===== src/include/timer_consts.svh =====
`ifndef TIMER_CONSTS_SVH
`define TIMER_CONSTS_SVH

// Register offsets
`define OFS_CTRL0  16'hffb8
`define OFS_STAT   16'hffb9
`define OFS_CMPA   16'hffba
`define OFS_CMPB   16'hffbb
`define OFS_COUNT  16'hffbc
`define OFS_CTRL1  16'hffbd

// Reset values
`define RST_CTRL0  8'h00
`define RST_STAT   8'h10
`define RST_CMP    8'hff
`define RST_COUNT  8'h00
`define RST_CTRL1  8'he2

// Fixed read-one bits
`define STAT_FIXED  8'h10
`define CTRL1_FIXED 8'he2

// Status field positions
`define BIT_FLAG_B 7
`define BIT_FLAG_A 6
`define BIT_WRAP   5

`endif


===== src/include/timer_pkg.sv =====
package timer_pkg;

    typedef struct packed {
        logic       match_irq_enable_b;
        logic       match_irq_enable_a;
        logic       wrap_irq_enable;
        logic [1:0] clear_select;
        logic [2:0] clock_select;
    } ctrl0_t;

    typedef struct packed {
        logic [1:0] trigger_edge_sel;
        logic       trigger_gating;
        logic       divider_extra_select;
    } ctrl1_t;

    typedef struct packed {
        logic       match_flag_b;
        logic       match_flag_a;
        logic       wrap_flag;
        logic [1:0] out_sel_b;
        logic [1:0] out_sel_a;
    } status_t;

    typedef enum logic [1:0] {
        RUN_ST  = 2'b01,
        HALT_ST = 2'b10
    } run_state_t;

endpackage


===== src/verilog/eight_bit_compare_timer.sv =====
`timescale 1ns/1ps
`include "timer_consts.svh"

module eight_bit_compare_timer
    import timer_pkg::*;
(
    input  wire logic        clk,
    input  wire logic        rst,
    input  wire logic        clk_en,
    input  wire logic        low_power,
    input  wire logic [15:0] addr,
    input  wire logic [7:0]  wdata,
    input  wire logic        wr_stb,
    input  wire logic        rd_stb,
    output logic      [7:0]  rdata,
    output logic             match_irq_a,
    output logic             match_irq_b,
    output logic             wrap_irq,
    output logic             waveform_out_pin,
    input  wire logic        ext_count_clock_pin,
    input  wire logic        ext_counter_reset_pin,
    input  wire logic        trigger_pin
);

    ctrl0_t     ctrl0_reg;
    ctrl1_t     ctrl1_reg;
    status_t    stat_reg;
    status_t    stat_next;
    run_state_t run_reg;
    run_state_t run_next;
    logic [7:0] cmpa_reg;
    logic [7:0] cmpb_reg;
    logic [7:0] count_reg;
    logic [7:0] count_next;
    logic [6:0] presc_reg;
    logic [2:0] seen_reg;
    logic [2:0] sync1_reg;
    logic [2:0] sync2_reg;
    logic [2:0] prev_reg;
    logic       out_reg;
    logic       wr_cmpa_q_reg;
    logic       live_a_q_reg;
    logic       live_b_q_reg;

    wire sreset = rst | low_power;

    always_ff @(posedge clk) begin
        if (rst) begin
            sync1_reg <= 3'h0;
            sync2_reg <= 3'h0;
            prev_reg  <= 3'h0;
        end else if (clk_en) begin
            sync1_reg <= {trigger_pin, ext_counter_reset_pin, ext_count_clock_pin};
            sync2_reg <= sync1_reg;
            prev_reg  <= sync2_reg;
        end
    end

    wire [2:0] rise = sync2_reg & ~prev_reg;
    wire [2:0] fall = ~sync2_reg & prev_reg;

    // edge choice: off, rise, fall, both
    function automatic logic edge_pick(input logic [1:0] sel, input logic r, input logic f);
        edge_pick = (sel[0] & r) | (sel[1] & f);
    endfunction

    // Register decode
    wire sel_ctrl0 = (addr == `OFS_CTRL0);
    wire sel_stat  = (addr == `OFS_STAT);
    wire sel_cmpa  = (addr == `OFS_CMPA);
    wire sel_cmpb  = (addr == `OFS_CMPB);
    wire sel_count = (addr == `OFS_COUNT);
    wire sel_ctrl1 = (addr == `OFS_CTRL1);
    wire wr_ctrl0  = wr_stb & sel_ctrl0;
    wire wr_stat   = wr_stb & sel_stat;
    wire wr_cmpa   = wr_stb & sel_cmpa;
    wire wr_cmpb   = wr_stb & sel_cmpb;
    wire wr_count  = wr_stb & sel_count;
    wire wr_ctrl1  = wr_stb & sel_ctrl1;

    // prescaler taps, falling edge of divided clock
    function automatic logic presc_tick(input logic [2:0] cks, input logic x, input logic [6:0] p);
        logic [2:0] idx;
        idx = 3'((cks[1:0] - 2'd1) * 2) + {2'b00, x} + 3'd2;
        presc_tick = &(p | ~7'((8'h01 << idx) - 8'h01));
    endfunction

    wire ext_tick = edge_pick(ctrl0_reg.clock_select[2] ? ctrl0_reg.clock_select[1:0] : 2'b00, rise[0], fall[0]);
    wire int_tick = ~ctrl0_reg.clock_select[2] & (ctrl0_reg.clock_select[1:0] != 2'b00) &
                    presc_tick(ctrl0_reg.clock_select, ctrl1_reg.divider_extra_select, presc_reg);
    wire tick     = (ext_tick | int_tick) & (run_reg == RUN_ST);

    wire trig_edge = edge_pick(ctrl1_reg.trigger_edge_sel, rise[2], fall[2]);

    // compare, A paused in write cycle and the cycle after
    wire eq_a    = (count_reg == cmpa_reg);
    wire live_a  = eq_a & ~wr_cmpa & ~wr_cmpa_q_reg;
    wire eq_b    = (count_reg == cmpb_reg);
    // Match is the start of equality only
    wire match_a = live_a & ~live_a_q_reg;
    wire match_b = eq_b & ~live_b_q_reg;
    wire wrap    = tick & (count_reg == 8'hff);

    wire clr = (ctrl0_reg.clear_select == 2'b01) ? match_a :
               (ctrl0_reg.clear_select == 2'b10) ? match_b :
               (ctrl0_reg.clear_select == 2'b11) ? rise[1] : 1'b0;

    assign count_next = wr_count ? wdata :
                        clr      ? 8'h00 :
                        tick     ? 8'(count_reg + 8'h01) : count_reg;

    always_comb begin
        run_next = run_reg;
        unique case (run_reg)
            RUN_ST: begin
                if (ctrl1_reg.trigger_gating & clr)
                    run_next = HALT_ST;
            end
            HALT_ST: begin
                if (~ctrl1_reg.trigger_gating | trig_edge)
                    run_next = RUN_ST;
            end
            default: run_next = RUN_ST;
        endcase
        if (wr_ctrl1 & wdata[2] & ~ctrl1_reg.trigger_gating)
            run_next = HALT_ST;
    end

    wire [2:0] flag_now  = {stat_reg.match_flag_b, stat_reg.match_flag_a, stat_reg.wrap_flag};
    wire [2:0] flag_set  = {match_b, match_a, wrap};
    wire [2:0] flag_clr  = {3{wr_stat}} & ~wdata[7:5] & seen_reg;
    wire [2:0] flag_new  = flag_set | (flag_now & ~flag_clr);

    always_comb begin
        stat_next = stat_reg;
        {stat_next.match_flag_b, stat_next.match_flag_a, stat_next.wrap_flag} = flag_new;
        if (wr_stat)
            {stat_next.out_sel_b, stat_next.out_sel_a} = wdata[3:0];
    end

    // output, toggle beats high beats low
    wire [1:0] act_a = match_a ? stat_reg.out_sel_a : 2'b00;
    wire [1:0] act_b = match_b ? stat_reg.out_sel_b : 2'b00;
    wire out_next = ((act_a == 2'b11) | (act_b == 2'b11)) ? ~out_reg :
                    ((act_a == 2'b10) | (act_b == 2'b10)) ? 1'b1 :
                    ((act_a == 2'b01) | (act_b == 2'b01)) ? 1'b0 : out_reg;

    always_ff @(posedge clk) begin
        if (sreset) begin
            ctrl0_reg <= `RST_CTRL0;
            stat_reg  <= status_t'(7'h00);
            cmpa_reg  <= `RST_CMP;
            cmpb_reg  <= `RST_CMP;
            count_reg <= `RST_COUNT;
            run_reg   <= RUN_ST;
            seen_reg  <= 3'h0;
            out_reg   <= 1'b0;
            presc_reg <= 7'h00;
            wr_cmpa_q_reg <= 1'b0;
            live_a_q_reg  <= 1'b0;
            live_b_q_reg  <= 1'b0;
        end else if (clk_en) begin
            if (wr_ctrl0)
                ctrl0_reg <= ctrl0_t'(wdata);
            if (wr_cmpa)
                cmpa_reg <= wdata;
            if (wr_cmpb)
                cmpb_reg <= wdata;
            stat_reg  <= stat_next;
            count_reg <= count_next;
            run_reg   <= run_next;
            out_reg   <= out_next;
            presc_reg <= 7'(presc_reg + 7'h01);
            wr_cmpa_q_reg <= wr_cmpa;
            live_a_q_reg  <= live_a;
            live_b_q_reg  <= eq_b;
            if (rd_stb & sel_stat)
                seen_reg <= flag_now;
            else if (wr_stat)
                seen_reg <= 3'h0;
        end
    end

    always_ff @(posedge clk) begin
        if (rst | (low_power & 1'b0))
            ctrl1_reg <= ctrl1_t'(4'h0);
        else if (low_power)
            ctrl1_reg <= ctrl1_t'(4'h0);
        else if (clk_en & wr_ctrl1)
            ctrl1_reg <= ctrl1_t'({wdata[4:2], wdata[0]});
    end

    wire [7:0] rd_mux = sel_ctrl0 ? ctrl0_reg :
                        sel_stat  ? ({stat_reg[6:4], 5'h00} | {4'h0, stat_reg[3:0]} | `STAT_FIXED) :
                        sel_cmpa  ? cmpa_reg :
                        sel_cmpb  ? cmpb_reg :
                        sel_count ? count_reg :
                        sel_ctrl1 ? ({3'h0, ctrl1_reg[3:1], 1'b0, ctrl1_reg[0]} | `CTRL1_FIXED) : 8'h00;

    always_ff @(posedge clk) begin
        if (rst)
            rdata <= 8'h00;
        else if (clk_en)
            rdata <= rd_stb ? rd_mux : 8'h00;
    end

    assign match_irq_b      = ctrl0_reg.match_irq_enable_b & stat_reg.match_flag_b;
    assign match_irq_a      = ctrl0_reg.match_irq_enable_a & stat_reg.match_flag_a;
    assign wrap_irq         = ctrl0_reg.wrap_irq_enable & stat_reg.wrap_flag;
    assign waveform_out_pin = out_reg;

    a_wrap_sets_flag: assert property (@(posedge clk) disable iff (sreset)
        clk_en && wrap |=> stat_reg.wrap_flag)
        else $error("wrap flag not set");
    a_match_a_flag: assert property (@(posedge clk) disable iff (sreset)
        clk_en && match_a |=> stat_reg.match_flag_a)
        else $error("match flag a not set");
    a_irq_b_gate: assert property (@(posedge clk) disable iff (sreset)
        match_irq_b == (ctrl0_reg.match_irq_enable_b && stat_reg.match_flag_b))
        else $error("irq b gate wrong");
    a_one_write_kept: assert property (@(posedge clk) disable iff (sreset)
        clk_en && wr_stat && !stat_reg.wrap_flag && !wrap |=> !stat_reg.wrap_flag)
        else $error("flag set by software");
    a_clear_on_a: assert property (@(posedge clk) disable iff (sreset)
        clk_en && ctrl0_reg.clear_select == 2'b01 && match_a && !wr_count |=> count_reg == 8'h00)
        else $error("clear on a failed");
    a_gate_halts: assert property (@(posedge clk) disable iff (sreset)
        clk_en && ctrl1_reg.trigger_gating && clr && !wr_ctrl1 |=> run_reg == HALT_ST)
        else $error("gated clear not halting");
    a_halt_holds: assert property (@(posedge clk) disable iff (sreset)
        run_reg == HALT_ST && !wr_count && !clr |=> count_reg == $past(count_reg))
        else $error("counter moved while halted");
    a_toggle_out: assert property (@(posedge clk) disable iff (sreset)
        clk_en && match_a && stat_reg.out_sel_a == 2'b11 |=> waveform_out_pin != $past(waveform_out_pin))
        else $error("toggle missing");
    a_lowpower_zero: assert property (@(posedge clk)
        low_power |=> count_reg == 8'h00 && cmpa_reg == 8'hff)
        else $error("low power reset failed");

    a_match_b_flag: assert property (@(posedge clk) disable iff (sreset)
        clk_en && match_b |=> stat_reg.match_flag_b)
        else $error("match flag b not set");

    a_irq_a_gate: assert property (@(posedge clk) disable iff (sreset)
        clk_en && match_a && ctrl0_reg.match_irq_enable_a && !wr_ctrl0 |=> match_irq_a)
        else $error("irq a missing");

    a_irq_w_gate: assert property (@(posedge clk) disable iff (sreset)
        clk_en && wrap && ctrl0_reg.wrap_irq_enable && !wr_ctrl0 |=> wrap_irq)
        else $error("wrap irq missing");

    a_irq_b_off: assert property (@(posedge clk) disable iff (sreset)
        !ctrl0_reg.match_irq_enable_b |-> !match_irq_b)
        else $error("irq b while disabled");

    a_count_write: assert property (@(posedge clk) disable iff (sreset)
        clk_en && wr_count |=> count_reg == $past(wdata))
        else $error("count write lost");

    a_count_step: assert property (@(posedge clk) disable iff (sreset)
        clk_en && tick && !wr_count && !clr |=> count_reg == 8'($past(count_reg) + 8'h01))
        else $error("count step wrong");

    a_idle_hold: assert property (@(posedge clk) disable iff (sreset)
        clk_en && !tick && !wr_count && !clr |=> count_reg == $past(count_reg))
        else $error("count moved without tick");

    a_off_codes: assert property (@(posedge clk) disable iff (sreset)
        ctrl0_reg.clock_select == 3'b000 || ctrl0_reg.clock_select == 3'b100 |-> !tick)
        else $error("tick with clock off");

    a_presc_ext: assert property (@(posedge clk) disable iff (sreset)
        ctrl0_reg.clock_select[2] |-> !int_tick)
        else $error("prescaler tick in external mode");

    a_wrap_zero: assert property (@(posedge clk) disable iff (sreset)
        clk_en && wrap && !wr_count && !clr |=> count_reg == 8'h00)
        else $error("wrap not to zero");

    a_ctrl0_reset: assert property (@(posedge clk)
        sreset |=> ctrl0_reg == 8'h00)
        else $error("control zero not cleared");

    a_cmp_reset: assert property (@(posedge clk)
        sreset |=> cmpa_reg == 8'hff && cmpb_reg == 8'hff)
        else $error("compare not all ones");

    a_count_reset: assert property (@(posedge clk)
        sreset |=> count_reg == 8'h00)
        else $error("count not zero after reset");

    a_out_reset: assert property (@(posedge clk)
        sreset |=> !waveform_out_pin)
        else $error("waveform not low after reset");

    a_cmpa_pause: assert property (@(posedge clk) disable iff (sreset)
        wr_cmpa |-> !match_a)
        else $error("compare a during write");

    a_clear_on_b: assert property (@(posedge clk) disable iff (sreset)
        clk_en && ctrl0_reg.clear_select == 2'b10 && match_b && !wr_count |=> count_reg == 8'h00)
        else $error("clear on b failed");

    a_clear_on_pin: assert property (@(posedge clk) disable iff (sreset)
        clk_en && ctrl0_reg.clear_select == 2'b11 && rise[1] && !wr_count |=> count_reg == 8'h00)
        else $error("clear on pin failed");

    a_no_clear: assert property (@(posedge clk) disable iff (sreset)
        ctrl0_reg.clear_select == 2'b00 |-> !clr)
        else $error("clear while disabled");

    a_ungated_runs: assert property (@(posedge clk) disable iff (sreset)
        clk_en && !ctrl1_reg.trigger_gating && !wr_ctrl1 |=> run_reg == RUN_ST)
        else $error("halted without gating");

    a_trig_resume: assert property (@(posedge clk) disable iff (sreset)
        clk_en && run_reg == HALT_ST && trig_edge && !wr_ctrl1 |=> run_reg == RUN_ST)
        else $error("trigger did not restart");

    a_trig_off: assert property (@(posedge clk) disable iff (sreset)
        ctrl1_reg.trigger_edge_sel == 2'b00 |-> !trig_edge)
        else $error("trigger edge while off");

    a_high_out: assert property (@(posedge clk) disable iff (sreset)
        clk_en && (act_a == 2'b10 || act_b == 2'b10) && act_a != 2'b11 && act_b != 2'b11 |=> waveform_out_pin)
        else $error("output not high");

    a_low_out: assert property (@(posedge clk) disable iff (sreset)
        clk_en && (act_a == 2'b01 || act_b == 2'b01) && !act_a[1] && !act_b[1] |=> !waveform_out_pin)
        else $error("output not low");

    a_keep_out: assert property (@(posedge clk) disable iff (sreset)
        clk_en && !match_a && !match_b |=> waveform_out_pin == $past(waveform_out_pin))
        else $error("output moved without match");

    a_flag_held: assert property (@(posedge clk) disable iff (sreset)
        clk_en && stat_reg.match_flag_b && !seen_reg[2] |=> stat_reg.match_flag_b)
        else $error("unseen flag cleared");

    a_sync_first: assert property (@(posedge clk) disable iff (sreset)
        clk_en && trigger_pin |=> sync1_reg[2])
        else $error("trigger not sampled");

    a_freeze_hold: assert property (@(posedge clk) disable iff (sreset)
        !clk_en |=> count_reg == $past(count_reg) && run_reg == $past(run_reg))
        else $error("state moved while frozen");

    c_wrap: cover property (@(posedge clk) disable iff (sreset) wrap);
    c_halt_resume: cover property (@(posedge clk) disable iff (sreset) run_reg == HALT_ST ##1 run_reg == RUN_ST);
    c_flag_clear: cover property (@(posedge clk) disable iff (sreset) stat_reg.match_flag_a ##1 !stat_reg.match_flag_a);
    c_match_b: cover property (@(posedge clk) disable iff (sreset) match_b);
    c_pin_clear: cover property (@(posedge clk) disable iff (sreset) clr && ctrl0_reg.clear_select == 2'b11);

endmodule

===== config.mk =====
export PLATFORM = sky130hd
export DESIGN_NAME = eight_bit_compare_timer
export DESIGN_NICKNAME = d
export VERILOG_FILES = /design/src/include/timer_pkg.sv /design/src/verilog/eight_bit_compare_timer.sv
export VERILOG_INCLUDE_DIRS = /design/src /design/src/include
export SDC_FILE = /design/constraint.sdc
export NUM_CORES = 1
export LEC_CHECK = 0
export BUFFER_PORTS_ARGS = -buffer_cell sky130_fd_sc_hd__buf_2
export CAP_MARGIN = 20
export CORE_ASPECT_RATIO = 0.75
export CORE_MARGIN = 1.5
export CORE_UTILIZATION = 45
export CTS_BUF_LIST = sky130_fd_sc_hd__clkbuf_2 sky130_fd_sc_hd__clkbuf_4 sky130_fd_sc_hd__clkbuf_8
export DETAILED_ROUTE_END_ITERATION = 8
export PLACE_DENSITY = 0.69
export SLEW_MARGIN = 10
export SYNTH_ARGS = -nofsm -noshare
export SYNTH_HDL_FRONTEND = slang
export SYNTH_SLANG_ARGS = --single-unit

===== constraint.sdc =====
create_clock -name clk -period 5.28 [get_ports clk]
set_input_delay 0.528 -clock clk [delete_from_list [all_inputs] [get_ports clk]]
set_output_delay 0.528 -clock clk [all_outputs]
set_load 0.1 [all_outputs]

======== Word level (Yosys, flattened, before mapping) ========
Index checks and enable logic that the tools add are counted.
word-level totals
  bits of input ports ..................... 33
  register bits ........................... 76
  logic and storage cells ................. 149
operators by class
  reduce and logical (&&, ||, !) cells .... 14
  eq/ne operators ......................... 22
  bitwise gates (word level) .............. 54
  add/subtract/negate cells ............... 6
  shift-type cells ........................ 1
  multiplexer cells ....................... 25
operators by type and width
  operator                                                               count
  16-bit equality test, second input constant                            6
  8-bit two-way mux                                                      10
  1-bit AND                                                              26
  8-bit equality test                                                    2
  3-bit AND                                                              5
  2-bit equality test, second input constant                             7
  2-bit AND reduction                                                    7
  2-bit two-way mux                                                      6
  3-bit inverter                                                         4
  8-bit by 1-bit adder with 8-bit output, second input constant          1
  2-bit by 1-bit equality test with 1-bit output, second input constant  4
  8-bit equality test, second input constant                             1
  1-bit OR                                                               8
  8-bit by 4-bit OR with 8-bit output                                    1
  7-bit by 1-bit adder with 7-bit output, second input constant          1
  1-bit inverter                                                         7
  7-bit inverter                                                         1
  7-bit OR                                                               1
  7-bit AND reduction                                                    1
  1-bit by 3-bit left shift with 7-bit output, first input constant      1
  7-bit by 1-bit subtractor with 7-bit output, second input constant     1
  1-bit two-way mux                                                      6
  3-bit two-way mux                                                      2
  3-bit nonzero test                                                     2
  10 further kinds                                                       11

======== Longest topological paths before layout ========
  word-level depth ........................ 14
  depth in mapped cells ................... 15

======== Worst setup path after synthesis ========
No wires, ideal clock.
  kind .................................... register -> register
  start point ............................. reg ctrl0_reg[0] (netlist bit)
  end point ............................... reg count_reg[4]
  data arrival time ....................... 2.894 ns
  path slack .............................. 2.299 ns
  stages on the path, launching flop included .. 15
  required time ........................... 5.193 ns
  cells stage by stage .................... dfxtp_1 > buf_2 > inv_1 > ha_1 > buf_4 > or3_1 > ha_1 > nor3b_1 > nor4_1 > a31oi_1 > or2_1 > buf_6 > a31oi_4 > o21ai_2 > a221oi_2
between the ends
  cells in the longest elaborated chain, start to end .. 13
  elaborated cells between the ends (all ways) .. 18
  those cells by class .................... add/sub: 4; shift: 1; mux: 1; bitwise: 8; reduce/logical: 4
RTL lines
  item                                         RTL line                        text
  from (decl)                                  eight_bit_compare_timer.sv:25   ctrl0_t ctrl0_reg;
  from (signal assigned)                       eight_bit_compare_timer.sv:150  ctrl0_reg <= `RST_CTRL0;
  from (signal assigned)                       eight_bit_compare_timer.sv:164  ctrl0_reg <= ctrl0_t'(wdata);
  2-bit by 1-bit subtractor with 2-bit output  eight_bit_compare_timer.sv:84   idx = 3'((cks[1:0] - 2'd1) * 2) + {2'b00, x} + 3'd2;
  3-bit by 1-bit adder with 3-bit output       eight_bit_compare_timer.sv:84
  3-bit by 2-bit adder with 3-bit output       eight_bit_compare_timer.sv:84
  1-bit by 3-bit left shift with 7-bit output  eight_bit_compare_timer.sv:85   presc_tick = &(p | ~7'((8'h01 << idx) - 8'h01));
  7-bit by 1-bit subtractor with 7-bit output  eight_bit_compare_timer.sv:85
  7-bit inverter                               eight_bit_compare_timer.sv:85
  7-bit OR                                     eight_bit_compare_timer.sv:85
  7-bit AND reduction                          eight_bit_compare_timer.sv:85
  1-bit AND                                    eight_bit_compare_timer.sv:89   wire int_tick = ~ctrl0_reg.clock_select[2] & (ctrl0_reg.clock_select[1:0] != 2'b00) &
  1-bit OR (*)                                 eight_bit_compare_timer.sv:91   wire tick = (ext_tick | int_tick) & (run_reg == RUN_ST);
  1-bit AND (*)                                eight_bit_compare_timer.sv:91
  3-bit nonzero test (no source line) (*)      --
  2-bit AND reduction (no source line) (*)     --
  to (signal assigned)                         eight_bit_compare_timer.sv:154  count_reg <= `RST_COUNT;
  to (signal assigned)                         eight_bit_compare_timer.sv:170  count_reg <= count_next;
  to (decl)                                    eight_bit_compare_timer.sv:33   logic [7:0] count_reg;
Mark *: on every way between the ends. The rest lies on a longest branch, timed or not.
A chain may end at the register's enable or synchronous reset.

======== Worst setup path in the final report ========
  start point ............................. reg ctrl0_reg[0] (netlist bit)
  end point ............................... reg stat_reg, in the netlist flag_now[0]
between the ends
  cells in the longest elaborated chain, start to end .. 13
  elaborated cells between the ends (all ways) .. 18
  those cells by class .................... add/sub: 4; shift: 1; mux: 1; bitwise: 10; reduce/logical: 2
RTL lines
  item                                         RTL line                        text
  2-bit by 1-bit subtractor with 2-bit output  eight_bit_compare_timer.sv:84
  3-bit by 1-bit adder with 3-bit output       eight_bit_compare_timer.sv:84
  3-bit by 2-bit adder with 3-bit output       eight_bit_compare_timer.sv:84
  1-bit by 3-bit left shift with 7-bit output  eight_bit_compare_timer.sv:85
  7-bit by 1-bit subtractor with 7-bit output  eight_bit_compare_timer.sv:85
  7-bit inverter                               eight_bit_compare_timer.sv:85
  7-bit OR                                     eight_bit_compare_timer.sv:85
  7-bit AND reduction                          eight_bit_compare_timer.sv:85
  1-bit AND                                    eight_bit_compare_timer.sv:89
  1-bit OR (*)                                 eight_bit_compare_timer.sv:91
  1-bit AND (*)                                eight_bit_compare_timer.sv:91
  1-bit AND (*)                                eight_bit_compare_timer.sv:102  wire wrap = tick & (count_reg == 8'hff);
  3-bit OR (*)                                 eight_bit_compare_timer.sv:132  wire [2:0] flag_new = flag_set | (flag_now & ~flag_clr);
  to (signal assigned)                         eight_bit_compare_timer.sv:151  stat_reg <= status_t'(7'h00);
  to (signal assigned)                         eight_bit_compare_timer.sv:169  stat_reg <= stat_next;
  to (decl)                                    eight_bit_compare_timer.sv:27   status_t stat_reg;
Marks and branches as above.

==> results.toml <==
[status]
outcome = "complete, no violations"

[timing]
tns_ns = 0
finalSetupViolCount = 0
grt_setup_unrepaired = "no"
whs_ns = 0.392
skew_ns = 0.00801
fmax_ghz = 0.291
fin_crit_ns = 3.43
slew_headroom_pct = 44.1
hold_violations = 0
layout_setup_ws_ns = 1.85
tightest_slew_ns = 0.831
finalCritPeriodShare_pct = 65.0
report.final.slew_viol_count = 0

[final_layout]
area_growth_pct = 11.4
design_area_um2 = 4550
layout_commonest_cell = "dfxtp_1"
final_nets = 557
fin_util_pct = 52.7
multi_input_area_um2 = 2380
nFillCells = 838
diodes = 0
final_cell_mix = "dfxtp_1 (76), nand2_1 (72), nor2_1 (47), buf_2 (44), a21oi_1 (31)"
drive_gt1_share_pct = 15.6
regArea_um2 = 1520

[route]
vias_per_cell = 5.86
drt_wl_total_um = 11500
routedWlPerCell_um = 18.1
drt_pass1_iterations = 5
drc = 0
drt_iter0_drc = 341
final_antenna_net_count = 0
num_vias = 3711

[grt]
grt_pass1_wl_um = 18200
antenna_found_initial = 0
grt_max_degree = 37
first_global_vias = 3413
track_usage_pct = 24.6
grt_overflow = 0

[worst_setup_path]
cp-start-kind = "flip-flop"
r2r-start = "ctrl0_reg[0]"
r2r_cells = 11
critPathMaxFanout = 10
criticalPathCategory = "reg -> reg"
endpoint_kind = "flip-flop"
crit_required_ns = 5.57
cp-startpoint = "ctrl0_reg[0]"
worstPathArrival_ns = 3.72

[floorplanning]
die_w_um = 113
io_pins = 45
die-area_um2 = 9670
coreArea_um2 = 8640
rows = 29
start_util_pct = 47.3
chipHeight_um = 85.5

[placement]
dpl_cell_area_um2 = 4320
io_buffers = 44
gp_congestion = 0.947
place_hpwl_um = 8330
post-place-ws_ns = 1.96

[power_and_ir_drop]
max-vdd-ir-drop_mv = 0.196
switching_share_pct = 23.9
p_switching_w = 0.000277
p_per_area_nw_per_um2 = 255
combPwrFrac_pct = 6.0
internal_power_w = 0.000884
clkPwrFrac_pct = 44.3
pwr-share-seq_pct = 49.8
p_leak_nw = 1.70

[logic_synthesis]
synth_edf_count = 0
yosysTopAreaCell = "dfxtp_1"
synthesis.nets = 528
ys_seq_area_share_pct = 37.2
synth_area_um2 = 4090
synth.avg_cell_area_um2 = 8.33
synth.area.top_cells = "dfxtp_1 (37%), mux2i_1 (7.1%), nand2_1 (6.6%)"
synthFlopType = "dfxtp_1"
synth_seq_cells = 76
yosys_warnings = 0
ys_types = 68
synthArstFlopShare_pct = 0
synth_top_area_share_pct = 37.2
synth_cells = 491

[clocking]
root_buffer = "clkbuf_8"
clk_pin_slew_ns = 0.08
clkSinkCount = 76
cts_tree = "built"
cts-buffers-inserted = 9
post_cts_buffers = 0
cts_buffer_depth = 2
holdBufCountCts = 0
ctsResizeCount = 0
h-tree-depth = 3
clock_latency_ns = 0.37

[hold_path]
whs_path_depth = 3
timing.hold.worst.class = "in -> reg"
hold_start = "trigger_pin"

[run]
drv_cap = 0
## cell usage after synthesis (all sizes together) (3+ instances only)
cell type / count
nand3: 17
or3: 4
o21ai: 26
o22ai: 4
a22oi: 5
buf: 16
o211ai: 9
nor3b: 4
and3: 8
inv: 15
a21o: 3
nand2: 72
a31oi: 4
mux2i: 29
a21oi: 31
a221oi: 10
dfxtp: 76
nor3: 8
and2: 5
xnor2: 17
ha: 4
nand4: 10
clkbuf: 12
nor2: 48
xor2: 7
nand2b: 8
nor2b: 4
nor4: 4
or2: 3
## power groups by stage
stage                     registers [W]  clock network (W)  logic [W]
final                          0.000578           0.000514  0.0000692
after global routing           0.000578           0.000547  0.0000752
after global placement         0.000591                  0  0.0000676
after CTS                      0.000578           0.000525  0.0000684
after detailed placement       0.000591                  0  0.0000679
after floorplan                0.000591                  0  0.0000376
## per-stage QoR
step	std cells	total power, W
3_5_place_dp	617	0.000659
4_1_cts	633	0.00117
3_3_place_gp	617	0.000659
5_1_grt	633	0.00120
6_report	633	0.00116
2_1_floorplan	491	0.000628
## worst max-delay path: stages (launching register included)
cell and delay [ns]:
dfxtp_1 0.48, inv_1 0.13, ha_1 0.43, or3_1 0.35, ha_1 0.27, nor3b_1 0.16, nor4_1 0.24, a31oi_1 0.16
or2_1 0.36, nor2_1 0.28, nand4_1 0.25, a21oi_1 0.22
## area by class of cell
class,instances,area share (%)
clock buffers,11,3.19
flip-flops and latches,76,33.4
clock inverters,5,1.87
inverters,15,1.24
well taps,108,2.97
multi-input cells,372,52.2
repair buffers,46,5.16
## worst paths after layout
check | endpoint | slack, ns
worst max-delay path | flag_now[0] | 1.85
worst min-delay path | sync1_reg[2] | 0.39
worst max register to register | flag_now[0] | 1.85
worst min register to register | rdata[7] | 0.46
## per-layer routing
metal	share of wire (%)	global-route usage [%]	up-vias
met5	0	0	-
met3	6.8	6.71	13
met2	42	34.7	131
met4	1.1	5.45	0
li1	-	-	1800
met1	50	37.4	1767
## cells by family (layout without fill, tap and decap cells)
family          count (synthesis)  count (layout)  share of synthesized area [%]
simple gates                  203             203                           25.8
compound gates                112             112                           18.9
flops                          76              76                           37.2
buf+inv                        43              77                           4.65
mux                            29              29                           7.10
xor+xnor                       24              24                           5.14
fa+ha+maj                       4               4                           1.22
No activity file was read; power rests on OpenSTA's default activity.
